**src/irdec_pkg.sv**
```systemverilog
// Package of constants and types for the infrared pulse decoder
package irdec_pkg;
  // ==========================================================
  // Counter layout, in baud clock periods (16 per bit period)
  localparam int unsigned CNT_W         = 5;
  localparam logic [4:0]  CNT_RESET_VAL = 5'h00; // Value after a falling edge
  localparam logic [4:0]  CNT_BIT_LEN   = 5'h10; // Baud clocks per bit period
  localparam logic [4:0]  CNT_WIN_OPEN  = 5'h0c; // Window opens 4 before expected pulse
  localparam logic [4:0]  CNT_WIN_CLOSE = 5'h08; // Window closes at count 8 of next period
  localparam int unsigned WIN_SPAN      = 24;    // Baud clocks from pulse to window close
  // ==========================================================
  // Buffer shape
  localparam int unsigned FIFO_WIDTH = 1;
  localparam int unsigned FIFO_DEPTH = 8;
  // ==========================================================
  // Decoder states
  typedef enum logic [1:0] {
    IRDEC_IDLE,
    IRDEC_FIRST,
    IRDEC_TRACK
  } irdec_state_t;
endpackage

```
**src/irdec_fifo.sv**
```systemverilog
// Parameterised valid/ready FIFO used in the decoded bit path
`timescale 1ns/100ps
module irdec_fifo #(
  parameter int unsigned WIDTH = 1,
  parameter int unsigned DEPTH = 8
) (
  input  wire logic             clock_in,    // Clock
  input  wire logic             arst_n_in,   // Async reset, active low
  input  wire logic [WIDTH-1:0] wr_data_in,  // Write data
  input  wire logic             wr_valid_in, // Write request
  output logic                  wr_ready_out, // Room available
  output logic [WIDTH-1:0]      rd_data_out, // Read data
  output logic                  rd_valid_out, // Data available
  input  wire logic             rd_ready_in  // Reader takes the word
);
  localparam int unsigned AW = $clog2(DEPTH);
  logic [WIDTH-1:0] mem_q [DEPTH];
  logic [AW-1:0]    wr_ptr_q, wr_ptr_d;
  logic [AW-1:0]    rd_ptr_q, rd_ptr_d;
  logic [AW:0]      count_q, count_d;
  logic             do_wr, do_rd;

  // ==========================================================
  // Pointer and occupancy; full and empty come straight from the count
  always_comb begin
    wr_ready_out = (count_q < (AW+1)'(DEPTH));  // Full only at DEPTH words
    rd_valid_out = (count_q != '0);
    do_wr        = wr_valid_in && wr_ready_out;
    do_rd        = rd_valid_out && rd_ready_in;
    wr_ptr_d     = wr_ptr_q;
    rd_ptr_d     = rd_ptr_q;
    count_d      = count_q;
    if (do_wr) begin
      wr_ptr_d = (wr_ptr_q == AW'(DEPTH - 1)) ? '0 : wr_ptr_q + 1'b1;
    end
    if (do_rd) begin
      rd_ptr_d = (rd_ptr_q == AW'(DEPTH - 1)) ? '0 : rd_ptr_q + 1'b1;
    end
    if (do_wr && !do_rd) begin
      count_d = count_q + 1'b1;
    end else if (do_rd && !do_wr) begin
      count_d = count_q - 1'b1;
    end
  end

  // Storage has no reset; only words behind valid are ever read
  always_ff @(posedge clock_in) begin
    if (do_wr) begin
      mem_q[wr_ptr_q] <= wr_data_in;
    end
  end

  always_ff @(posedge clock_in or negedge arst_n_in) begin
    if (!arst_n_in) begin
      wr_ptr_q <= '0;
      rd_ptr_q <= '0;
      count_q  <= '0;
    end else begin
      wr_ptr_q <= wr_ptr_d;
      rd_ptr_q <= rd_ptr_d;
      count_q  <= count_d;
    end
  end

  assign rd_data_out = mem_q[rd_ptr_q];
endmodule // irdec_fifo

```
**src/irdec_top.sv**
```systemverilog
// Receive-side infrared pulse decoder feeding a UART receiver
`timescale 1ns/100ps
module irdec_top
  import irdec_pkg::*;
(
  input  wire logic clock_in,                  // System clock, 25 MHz
  input  wire logic arst_n_in,                 // Async reset, active low
  input  wire logic baud_tick_in,              // One-cycle baud clock strobe (16x rate)
  input  wire logic infrared_codec_enable_in,  // Enable bit held in UART control reg
  input  wire logic ir_rx_in,                  // Transceiver receive pin, pulse low
  output logic      rx_bit_out,                // Decoded bit value
  output logic      rx_bit_valid_out,          // Decoded bit available
  input  wire logic rx_bit_ready_in,           // UART consumes the bit
  output logic      uart_rxd_out,              // Level-form serial data to UART
  output logic      overflow_out               // Bit lost, buffer was full
);
  // ==========================================================
  // Pin synchroniser: the first stage feeds only the second
  logic sync1_q, sync2_q, prev_q;
  logic sync1_d, sync2_d, prev_d;
  logic fall_edge;

  always_comb begin
    sync1_d   = ir_rx_in;
    sync2_d   = sync1_q;
    prev_d    = sync2_q;
    fall_edge = prev_q && !sync2_q;
  end

  // Idle line is high, so the chain resets high to avoid a fake edge
  always_ff @(posedge clock_in or negedge arst_n_in) begin
    if (!arst_n_in) begin
      sync1_q <= 1'b1;
      sync2_q <= 1'b1;
      prev_q  <= 1'b1;
    end else begin
      sync1_q <= sync1_d;
      sync2_q <= sync2_d;
      prev_q  <= prev_d;
    end
  end

  // ==========================================================
  // Window tracking state machine
  irdec_state_t state_q, state_d;
  logic [CNT_W-1:0] cnt_q, cnt_d;
  logic         hit_q, hit_d;      // Pulse seen in current window
  logic         bit_push;
  logic         bit_val;
  logic         in_window;

  // Window is the last 4 counts of one period plus the first 8 of the next
  always_comb begin
    in_window = (cnt_q >= CNT_WIN_OPEN) || (cnt_q < CNT_WIN_CLOSE);
  end

  always_comb begin
    state_d  = state_q;
    cnt_d    = cnt_q;
    hit_d    = hit_q;
    bit_push = 1'b0;
    bit_val  = 1'b1;
    if (!infrared_codec_enable_in) begin
      state_d = IRDEC_IDLE;
      cnt_d   = CNT_RESET_VAL;
      hit_d   = 1'b0;
    end else begin
      if (baud_tick_in) begin
        cnt_d = (cnt_q == CNT_BIT_LEN - 5'h01) ? CNT_RESET_VAL : cnt_q + 5'h01;
      end
      unique case (state_q)
        IRDEC_IDLE: begin
          if (fall_edge) begin
            // Start bit pulse: first zero bit of the character
            state_d  = IRDEC_FIRST;
            cnt_d    = CNT_RESET_VAL;
            bit_push = 1'b1;
            bit_val  = 1'b0;
            hit_d    = 1'b0;
          end
        end
        IRDEC_FIRST, IRDEC_TRACK: begin
          // A pulse early in the window belongs to the coming bit
          if (fall_edge && in_window && !(state_q == IRDEC_FIRST && cnt_q < CNT_WIN_CLOSE)
              && !hit_q) begin
            cnt_d    = CNT_RESET_VAL;
            state_d  = IRDEC_TRACK;
            bit_push = 1'b1;
            bit_val  = 1'b0;
            hit_d    = 1'b1;
          end else if (fall_edge) begin
            cnt_d = CNT_RESET_VAL;
            // Out-of-window edge: the next window opens late again, not at once
            if (!hit_q) begin
              state_d = IRDEC_FIRST;
            end
          end else if (baud_tick_in && cnt_q == CNT_WIN_CLOSE - 5'h01
                       && state_q == IRDEC_TRACK && hit_q) begin
            // Count 8 after an accepted pulse closes its window; the next opens at count 12
            hit_d = 1'b0;
          end else if (baud_tick_in && cnt_q == CNT_WIN_CLOSE - 5'h01
                       && !hit_q && state_q == IRDEC_TRACK) begin
            bit_push = 1'b1;
            bit_val  = 1'b1;
            state_d  = IRDEC_IDLE;
          end else if (baud_tick_in && cnt_q == CNT_BIT_LEN - 5'h01
                       && state_q == IRDEC_FIRST) begin
            state_d = IRDEC_TRACK;     // Window for bit 1, open since count 12, stays open past the wrap
          end
        end
        default: begin
          state_d = IRDEC_IDLE;
        end
      endcase
    end
  end

  always_ff @(posedge clock_in or negedge arst_n_in) begin
    if (!arst_n_in) begin
      state_q <= IRDEC_IDLE;
      cnt_q   <= CNT_RESET_VAL;
      hit_q   <= 1'b0;
    end else begin
      state_q <= state_d;
      cnt_q   <= cnt_d;
      hit_q   <= hit_d;
    end
  end

  // ==========================================================
  // Baud ticks since the last detected edge; only the checks read it,
  // so it saturates rather than wrapping
  logic [CNT_W-1:0] span_q, span_d;

  always_comb begin
    span_d = span_q;
    if (fall_edge) begin
      span_d = CNT_RESET_VAL;
    end else if (baud_tick_in && span_q != '1) begin
      span_d = span_q + 5'h01;
    end
  end

  always_ff @(posedge clock_in or negedge arst_n_in) begin
    if (!arst_n_in) begin
      span_q <= CNT_RESET_VAL;
    end else begin
      span_q <= span_d;
    end
  end

  // ==========================================================
  // Bit buffer; the UART drains it at its own pace, so resync never
  // reaches into its timing
  logic fifo_ready;
  logic [0:0] fifo_dout;

  irdec_fifo #(
    .WIDTH (FIFO_WIDTH),
    .DEPTH (FIFO_DEPTH)
  ) u_fifo (
    .clock_in     (clock_in),
    .arst_n_in    (arst_n_in),
    .wr_data_in   (bit_val),
    .wr_valid_in  (bit_push),
    .wr_ready_out (fifo_ready),
    .rd_data_out  (fifo_dout),
    .rd_valid_out (rx_bit_valid_out),
    .rd_ready_in  (rx_bit_ready_in)
  );

  // ==========================================================
  // Level output and sticky overflow; the UART itself realigns only on
  // the low start level, the decoder has no register set of its own
  logic uart_q, uart_d, ovf_q, ovf_d;

  always_comb begin
    uart_d = uart_q;
    ovf_d  = ovf_q;
    if (!infrared_codec_enable_in) begin
      uart_d = 1'b1;
      ovf_d  = 1'b0;
    end else if (bit_push) begin
      uart_d = bit_val;
      if (!fifo_ready) begin
        ovf_d = 1'b1;
      end
    end
  end

  always_ff @(posedge clock_in or negedge arst_n_in) begin
    if (!arst_n_in) begin
      uart_q <= 1'b1;
      ovf_q  <= 1'b0;
    end else begin
      uart_q <= uart_d;
      ovf_q  <= ovf_d;
    end
  end

  assign rx_bit_out   = fifo_dout[0];
  assign uart_rxd_out = uart_q;
  assign overflow_out = ovf_q;

  // ==========================================================
  // Checks
  chk_edge_resets_cnt: assert property (
    @(posedge clock_in) disable iff (!arst_n_in)
    (infrared_codec_enable_in && fall_edge && state_q != IRDEC_IDLE)
      |=> (cnt_q == CNT_RESET_VAL))
    else $error("counter not reset on falling edge");

  chk_start_gives_zero: assert property (
    @(posedge clock_in) disable iff (!arst_n_in)
    (infrared_codec_enable_in && state_q == IRDEC_IDLE && fall_edge)
      |=> (uart_q == 1'b0 && state_q == IRDEC_FIRST))
    else $error("start pulse not decoded as zero");

  chk_miss_gives_one: assert property (
    @(posedge clock_in) disable iff (!arst_n_in)
    (bit_push && bit_val && infrared_codec_enable_in)
      |=> (state_q == IRDEC_IDLE && uart_q == 1'b1))
    else $error("missed pulse not decoded as one");

  chk_window_span: assert property (
    @(posedge clock_in) disable iff (!arst_n_in)
    (bit_push && !bit_val && state_q != IRDEC_IDLE)
      |-> (span_q >= CNT_WIN_OPEN && span_q < CNT_W'(WIN_SPAN)))
    else $error("pulse accepted outside window");

  chk_span_close: assert property (
    @(posedge clock_in) disable iff (!arst_n_in)
    (bit_push && bit_val) |-> (span_q == CNT_W'(WIN_SPAN - 1) && baud_tick_in))
    else $error("window not closed 24 ticks after last edge");

  chk_close_at_eight: assert property (
    @(posedge clock_in) disable iff (!arst_n_in)
    (bit_push && bit_val) |-> (cnt_q == CNT_WIN_CLOSE - 5'h01 && baud_tick_in))
    else $error("window closed at wrong count");

  chk_hit_tracks: assert property (
    @(posedge clock_in) disable iff (!arst_n_in)
    (infrared_codec_enable_in && state_q != IRDEC_IDLE && bit_push && !bit_val)
      |=> (state_q == IRDEC_TRACK && hit_q))
    else $error("accepted pulse did not keep tracking");

  chk_disable_idle: assert property (
    @(posedge clock_in) disable iff (!arst_n_in)
    !infrared_codec_enable_in |=> (state_q == IRDEC_IDLE && uart_q))
    else $error("decoder active while disabled");

  chk_fifo_order: assert property (
    @(posedge clock_in) disable iff (!arst_n_in)
    (rx_bit_valid_out && !rx_bit_ready_in) |=> $stable(rx_bit_out) && rx_bit_valid_out)
    else $error("held bit changed before taken");
endmodule // irdec_top

```
**config.mk**
```make
export PLATFORM = sky130hd
export DESIGN_NAME = irdec_top
export DESIGN_NICKNAME = d
export VERILOG_FILES = /design/src/irdec_pkg.sv /design/src/irdec_fifo.sv /design/src/irdec_top.sv
export SDC_FILE = /design/constraint.sdc
export NUM_CORES = 1
export LEC_CHECK = 0
export ABC_AREA = 1
export BUFFER_PORTS_ARGS = -buffer_cell sky130_fd_sc_hd__buf_2
export CAP_MARGIN = 30
export CORE_MARGIN = 3
export CORE_UTILIZATION = 35
export DETAILED_ROUTE_END_ITERATION = 6
export PLACE_DENSITY = 0.59
export SLEW_MARGIN = 20
export SYNTH_ARGS = -nofsm -noshare
export SYNTH_HDL_FRONTEND = slang
export SYNTH_SLANG_ARGS = --single-unit
```
**constraint.sdc**
```tcl
create_clock -name clock_in -period 5.5 [get_ports clock_in]
set_input_delay 1.1 -clock clock_in [delete_from_list [all_inputs] [get_ports clock_in]]
set_output_delay 1.1 -clock clock_in [all_outputs]
set_load 0.1 [all_outputs]
```
==> results of run 1 <==
## area by class of cell
| class | instances | area (um^2) |
|---|---|---|
| timing repair buffer | 9 | 45.04 |
| clock inverter | 3 | 38.79 |
| inverter | 30 | 117.6 |
| clock buffer | 5 | 68.82 |
| fill | 507 | 2810 |
| sequential | 31 | 820.8 |
| tap | 67 | 83.83 |
| multi-input combinational | 146 | 832.0 |
## path summary, 6_finish.rpt
path / start / to / slack, ns / cells after the start
min in group asynchronous: arst_n_in / u_fifo.wr_ptr_q[0] / 0.80 / 1
max: baud_tick_in / u_fifo.count_q[3] / 2.51 / 19
max reg2reg: state_q[1] / u_fifo.count_q[3] / 2.82 / 19
min: sync1_q / prev_d / 0.37 / 0
max in group asynchronous: arst_n_in / prev_d / 4.33 / 1
min reg2reg: sync1_q / prev_d / 0.37 / 0
## cell usage in the layout, fill, tap and decap left out
cell type,synthesis,routed
xor2_1,2,2
buf_2,1,9
nor3_2,1,1
or2_2,1,1
dfrtp_1,19,19
fa_1,1,1
nor2_4,1,1
inv_1,29,29
nand2_2,2,2
o2111ai_1,1,1
nand2_4,3,3
nor2_2,3,3
nor3_1,6,6
nand3_2,1,1
nand2_1,41,41
o21ai_1,2,2
nand4_1,3,3
clkinv_1,0,1
edfxtp_1,8,8
nand3_1,16,16
clkinv_2,0,1
clkbuf_8,0,5
a31oi_1,1,1
a21oi_1,6,6
ha_1,13,13
clkinv_4,1,1
o21ai_0,11,11
bufinv_16,0,1
a211oi_1,1,1
xnor2_1,2,2
nand3b_1,1,1
nor2_1,26,26
o22ai_1,1,1
dfstp_2,4,4
## state kept, by name, indices dropped and copies added, names as in the netlist
name	flops
cnt_q	5
hit_q	1
overflow_out	1
prev_d	1
prev_q	1
state_q	2
sync1_q	1
u_fifo.count_q	4
u_fifo.mem_q	8
u_fifo.rd_ptr_q	3
u_fifo.wr_ptr_q	3
uart_rxd_out	1
## worst max-delay path: cells and delay by family
kind                     cells  cell delay [ns]
AND/OR/NAND/NOR             12             1.00
adder cells (fa/ha/maj)      2             0.47
buffers and inverters        3             0.30
AO/OA/AOI/OAI                1             0.15
XOR/XNOR                     1             0.14
## kinds of logic (layout without fill, tap and decap cells)
logic type | count (synthesis) | in the layout | synth area share, %
xor+xnor | 4 | 4 | 1.974
fa+ha+maj | 14 | 14 | 10.29
compound gates | 23 | 23 | 6.977
simple gates | 105 | 105 | 27.63
flops | 31 | 31 | 46.23
buf+inv | 31 | 47 | 6.906
## power breakdown
group          total, W  switching (W)  internal (W)
Combinational  0.000450       0.000310      0.000140
Sequential     0.000364      0.0000618      0.000302
Clock          0.000219      0.0000868      0.000133
Total           0.00103       0.000459      0.000574
## per-stage QoR
step	cell area, um^2	hold WS (ns)	instances	power (W)	util, %
2_1_floorplan	1775	0.3452	208	0.0007312	-
3_3_place_gp	1899	0.3491	283	0.0008183	39.43
3_5_place_dp	1899	0.3492	283	0.0008220	39.43
4_1_cts	2007	0.3671	291	0.001049	41.66
5_1_grt	2007	0.3691	291	0.001122	41.66
6_report	2007	0.3657	291	0.001033	41.66
## metal layers
| layer | wire length (um) | vias to the layer above | part of all wire (%) | GRT usage [%] |
|---|---|---|---|---|
| met5 | 0 | - | 0 | 0 |
| met4 | 55 | 0 | 1.7 | 4.804 |
| met3 | 116 | 5 | 3.7 | 3.638 |
| met2 | 1429 | 17 | 45 | 18.83 |
| met1 | 1565 | 599 | 49 | 14.87 |
| li1 | - | 704 | - | - |
==> flow_metrics.py, run 1 <==
metrics = {
    "detailed_routing": {
        "dr.pass1.iters": 4,
        "wl_um": 3166,
        "vias": 1325,
        "vias_per_cell": 4.553,
        "post_drt_wl_per_cell_um": 10.88,
        "drc": 0,
        "drt_iter0_drc": 38,
        "ant_nets": 0,
    },
    "clock_network": {
        "cts_max_level": 2,
        "cts_tree": "yes",
        "cts_resized": 0,
        "clk_pin_slew_ns": 0.07,
        "ctsHoldBuffers": 0,
        "cts_buffer_depth": 2,
        "cts_setup_buffers": 0,
        "clock-root-buffer": "clkbuf_8",
        "clock_latency_ns": 0.28,
        "cts_made_buffers": 5,
        "cts_sinks": 31,
    },
    "power_and_ir_drop": {
        "power.density_mw_per_mm2": 514.9,
        "leakagePower_nw": 0.9345,
        "irDropWorstVdd_v": 0.0002460,
    },
    "layout": {
        "syn2layout_area_growth_pct": 13.04,
        "antenna_cells": 0,
        "nets": 243,
        "drive_gt1_share_pct": 14.73,
    },
    "logic_synthesis": {
        "synthArstFlopShare_pct": 74.19,
        "synth_top_area_share_pct": 26.78,
        "netlist_top_cells_count": "41 x nand2_1, 29 x inv_1, 26 x nor2_1, 19 x dfrtp_1, 16 x nand3_1",
        "synth.cell_area_mm2": 0.001775,
        "synth.area.top_cells": "dfrtp_1 27%, edfxtp_1 14%, ha_1 9.2%",
        "yosys.cell_types.count": 30,
        "synth_fp_nets": 228,
        "ys_seq_area_share_pct": 46.23,
        "synth_largest_area_cell": "dfrtp_1",
        "yosysMostFrequentCell": "nand2_1",
        "syn_inst": 208,
        "yosysWarnings": 0,
        "ys_seq_elements": 31,
        "synth_edf_count": 8,
        "synth_ff_type": "dfrtp_1",
        "postSynthAreaPerCell_um2": 8.536,
    },
    "timing": {
        "rsz0062_at_grt": "false",
        "worst-slew-pin-transition_ns": 0.5492,
        "setup_ws_ns": 2.511,
        "finalClockSkew_ns": 0.005332,
        "min_period_over_period_pct": 54.34,
        "setup_viol_count_final": 0,
        "hold_viol": 0,
        "period_needed_ns": 2.989,
        "clock.fmax_mhz": 334.6,
        "drv_slew": 0,
        "setup_tns_ns": 0,
        "slew_headroom_pct": 63.39,
    },
    "floorplanning": {
        "fp-row-count": 25,
        "dieArea_mm2": 0.005964,
        "die_h_um": 77.23,
        "start_util_pct": 36.86,
        "core_area_mm2": 0.004817,
        "io_pins": 10,
        "die_x_um": 77.23,
    },
    "placed_design": {
        "dpl.hpwl_um": 2346,
        "post-place-ws_ns": 2.231,
        "gp_congestion": 0.8328,
        "place.port_buffers": 9,
    },
    "setup_path": {
        "worstPathArrival_ns": 3.15,
        "crit_fanout": 7,
        "cp_slowest_cell": "ha_1",
        "start_kind": "input port",
        "critPathRequiredTime_ns": 5.67,
        "crit_type": "in2reg",
        "critPathMostFrequentCell": "nand2_1",
        "cp_cell_sequence": "buf_2, nand3_2, nor2_4, nand3_1, nand2_1, nand2_2, nand2_4, nand2_4, clkinv_4, ha_1, inv_1, ha_1, nand2_1, nand2_1, a21oi_1, nor2_1, nor2_1, nand2_1, xor2_1",
        "critPathMaxStageDelay_ns": 0.29,
        "end_kind": "flip-flop",
    },
    "flow_run": {
        "maxCapViolCount": 0,
    },
    "global_routing": {
        "grt_max_degree": 24,
        "grt_overflow": 0,
        "antenna_found_initial": 0,
        "grt_usage_pct": 11.82,
        "grt_first_pass_wirelength_um": 5609,
        "grt_pass1_vias": 1302,
    },
    "worst_hold_path": {
        "hold_class": "reg2reg",
    },
    "status": {
        "status": "finished, final reports clean",
    },
}
Power figures use the tool's default switching activity.
==> run 2: changes to the inputs <==
--- a/config.mk
+++ b/config.mk
@@ -11,7 +11,7 @@
 export CORE_MARGIN = 3
 export CORE_UTILIZATION = 35
 export DETAILED_ROUTE_END_ITERATION = 6
-export PLACE_DENSITY = 0.59
+export PLACE_DENSITY = 0.6
 export SLEW_MARGIN = 20
 export SYNTH_ARGS = -nofsm -noshare
 export SYNTH_HDL_FRONTEND = slang
==> constraint.sdc (replaced) <==
create_clock -name clock_in -period 2.6 [get_ports clock_in]
set_input_delay 0.52 -clock clock_in [delete_from_list [all_inputs] [get_ports clock_in]]
set_output_delay 0.52 -clock clock_in [all_outputs]
set_load 0.1 [all_outputs]
==> flow_metrics.py, run 2 (same netlist as run 1, synthesis figures left out) <==
metrics = {
    "status": {
        "status": "finished, final reports clean",
    },
    "placed_design": {
        "dpl.hpwl_um": 2434,
        "gp_congestion": 0.8275,
        "place.port_buffers": 9,
        "dp.cells": 289,
    },
    "layout": {
        "stdcell_count": 299,
        "drive_gt1_share_pct": 20.69,
        "top_register": "u_fifo.mem_q",
        "n_fill_cell": 508,
        "fin_util_pct": 43.53,
        "mostFrequentLayoutCells": "41 x nand2_1, 27 x inv_1, 26 x nor2_1, 19 x dfrtp_1, 15 x nand3_1",
        "largest_reg_flops": 8,
        "reg_top3": "u_fifo.mem_q x8, cnt_q x5, u_fifo.count_q x4",
        "nets": 251,
        "final_common_cell": "nand2_1",
        "antenna_cells": 0,
        "syn2layout_area_growth_pct": 18.11,
    },
    "timing": {
        "hold_viol": 0,
        "finalClockSkew_ns": 0.008878,
        "setup_viol_count_final": 0,
        "slew_headroom_pct": 64.55,
        "timing.hold.ws_ns": 0.2086,
        "clock.fmax_mhz": 420.2,
        "period_needed_ns": 2.380,
        "drv_slew": 0,
        "rsz0062_at_grt": "false",
        "worst-slew-pin-transition_ns": 0.5318,
        "setup_tns_ns": 0,
        "min_period_over_period_pct": 91.52,
    },
    "setup_path": {
        "crit_fanout": 4,
        "critPathRequiredTime_ns": 2.78,
        "cp_slowest_cell": "dfrtp_1",
        "critPathMaxStageDelay_ns": 0.42,
        "worstPathArrival_ns": 2.56,
        "critPathMostFrequentCell": "nand2_1",
        "crit_family": "simple AND/OR/NAND/NOR gates",
        "start_kind": "flip-flop",
        "end_kind": "flip-flop",
        "crit_type": "reg2reg",
        "critPathBufInv": 3,
        "cp_cell_sequence": "inv_2, ha_1, nand2_1, nor2_4, nand3_1, nand2_1, nand2_2, nand2_4, nand2_4, clkinv_4, ha_4, inv_2, ha_1, nand2_1, nand2_1, a21oi_2, nor2_1, nor2_1, nand2_1, xor2_1",
    },
    "global_routing": {
        "antenna_found_initial": 0,
        "grt_pass1_vias": 1263,
        "grt_max_degree": 24,
        "grt_usage_pct": 11.72,
        "grt_overflow": 0,
        "grt_first_pass_wirelength_um": 5554,
    },
    "detailed_routing": {
        "drc": 0,
        "dr.pass1.iters": 4,
        "vias": 1367,
        "vias_per_cell": 4.572,
        "wl_um": 3204,
        "drt_iter0_drc": 54,
        "post_drt_wl_per_cell_um": 10.72,
        "ant_nets": 0,
    },
    "floorplanning": {
        "start_util_pct": 36.86,
        "die_x_um": 77.23,
        "fp-row-count": 25,
        "die_h_um": 77.23,
        "io_pins": 10,
        "dieArea_mm2": 0.005964,
        "core_area_mm2": 0.004817,
    },
    "power_and_ir_drop": {
        "power.density_mw_per_mm2": 1078,
        "leakagePower_nw": 0.9719,
        "irDropWorstVdd_v": 0.0004327,
        "power_w": 0.002261,
    },
    "clock_network": {
        "ctsHoldBuffers": 0,
        "cts_sinks": 31,
        "cts_max_level": 2,
        "cts_buffer_depth": 2,
        "clock-root-buffer": "clkbuf_8",
        "cts_made_buffers": 5,
        "cts_tree": "yes",
        "clock_latency_ns": 0.29,
        "clk_pin_slew_ns": 0.07,
    },
    "worst_hold_path": {
        "hold_class": "in2async",
    },
    "flow_run": {
        "maxCapViolCount": 0,
    },
}
## run 2: cell types whose count changed in the layout (fill, tap and decap cells not counted), sizes merged
cell,change
buf,+8
## run 2: where the power goes
group	internal, W	leakage (nW)	switching, W
Sequential	0.000639	0.356	0.000131
Clock	0.000280	0.0556	0.000183
Combinational	0.000346	0.561	0.000682
Total	0.00127	0.972	0.000996
## run 2: path summary, 6_finish.rpt
path | startpoint | end | slack (ns) | cells past startpoint
max | state_q[0] | u_fifo.count_q[3] | 0.22 | 20
min | arst_n_in | u_fifo.count_q[2] | 0.21 | 1
max reg2reg | state_q[0] | u_fifo.count_q[3] | 0.22 | 20
min reg2reg | sync1_q | prev_d | 0.36 | 0
max in group asynchronous | arst_n_in | uart_rxd_out | 2.02 | 1
min in group clock_in | ir_rx_in | sync1_q | 0.33 | 1
## run 2: area by class of cell
cell class,instances,area [um^2],area share (%)
clock inverters,3,38.79,1.850
inverters,30,117.6,5.609
multi-input cells,146,862.1,41.11
well taps,67,83.83,3.998
flip-flops and latches,31,820.8,39.14
clock buffers,5,68.82,3.282
repair buffers,17,105.1,5.012
## run 2: through the flow
step                setup WS, ns  area, um^2
finish                    0.2204        2097
global route             0.01343        2097
CTS                      0.08762        2063
detailed placement       0.02037        1956
global placement         0.07113        1956
floorplan                 0.1045        1787
## run 2: what timing repair did
item                       in CTS  in global routing
resized for setup               0                  6
setup endpoints to repair       0                  1
setup buffers                   0                  2
## run 2: metal layers
layer  GRT usage [%]  routed length [um]  vias to the layer above
met5               0                   0                        -
met4           3.737                  44                        0
met3           3.638                 138                        6
met2           18.83                1458                       19
met1           15.03                1562                      620
li1                -                   -                      722
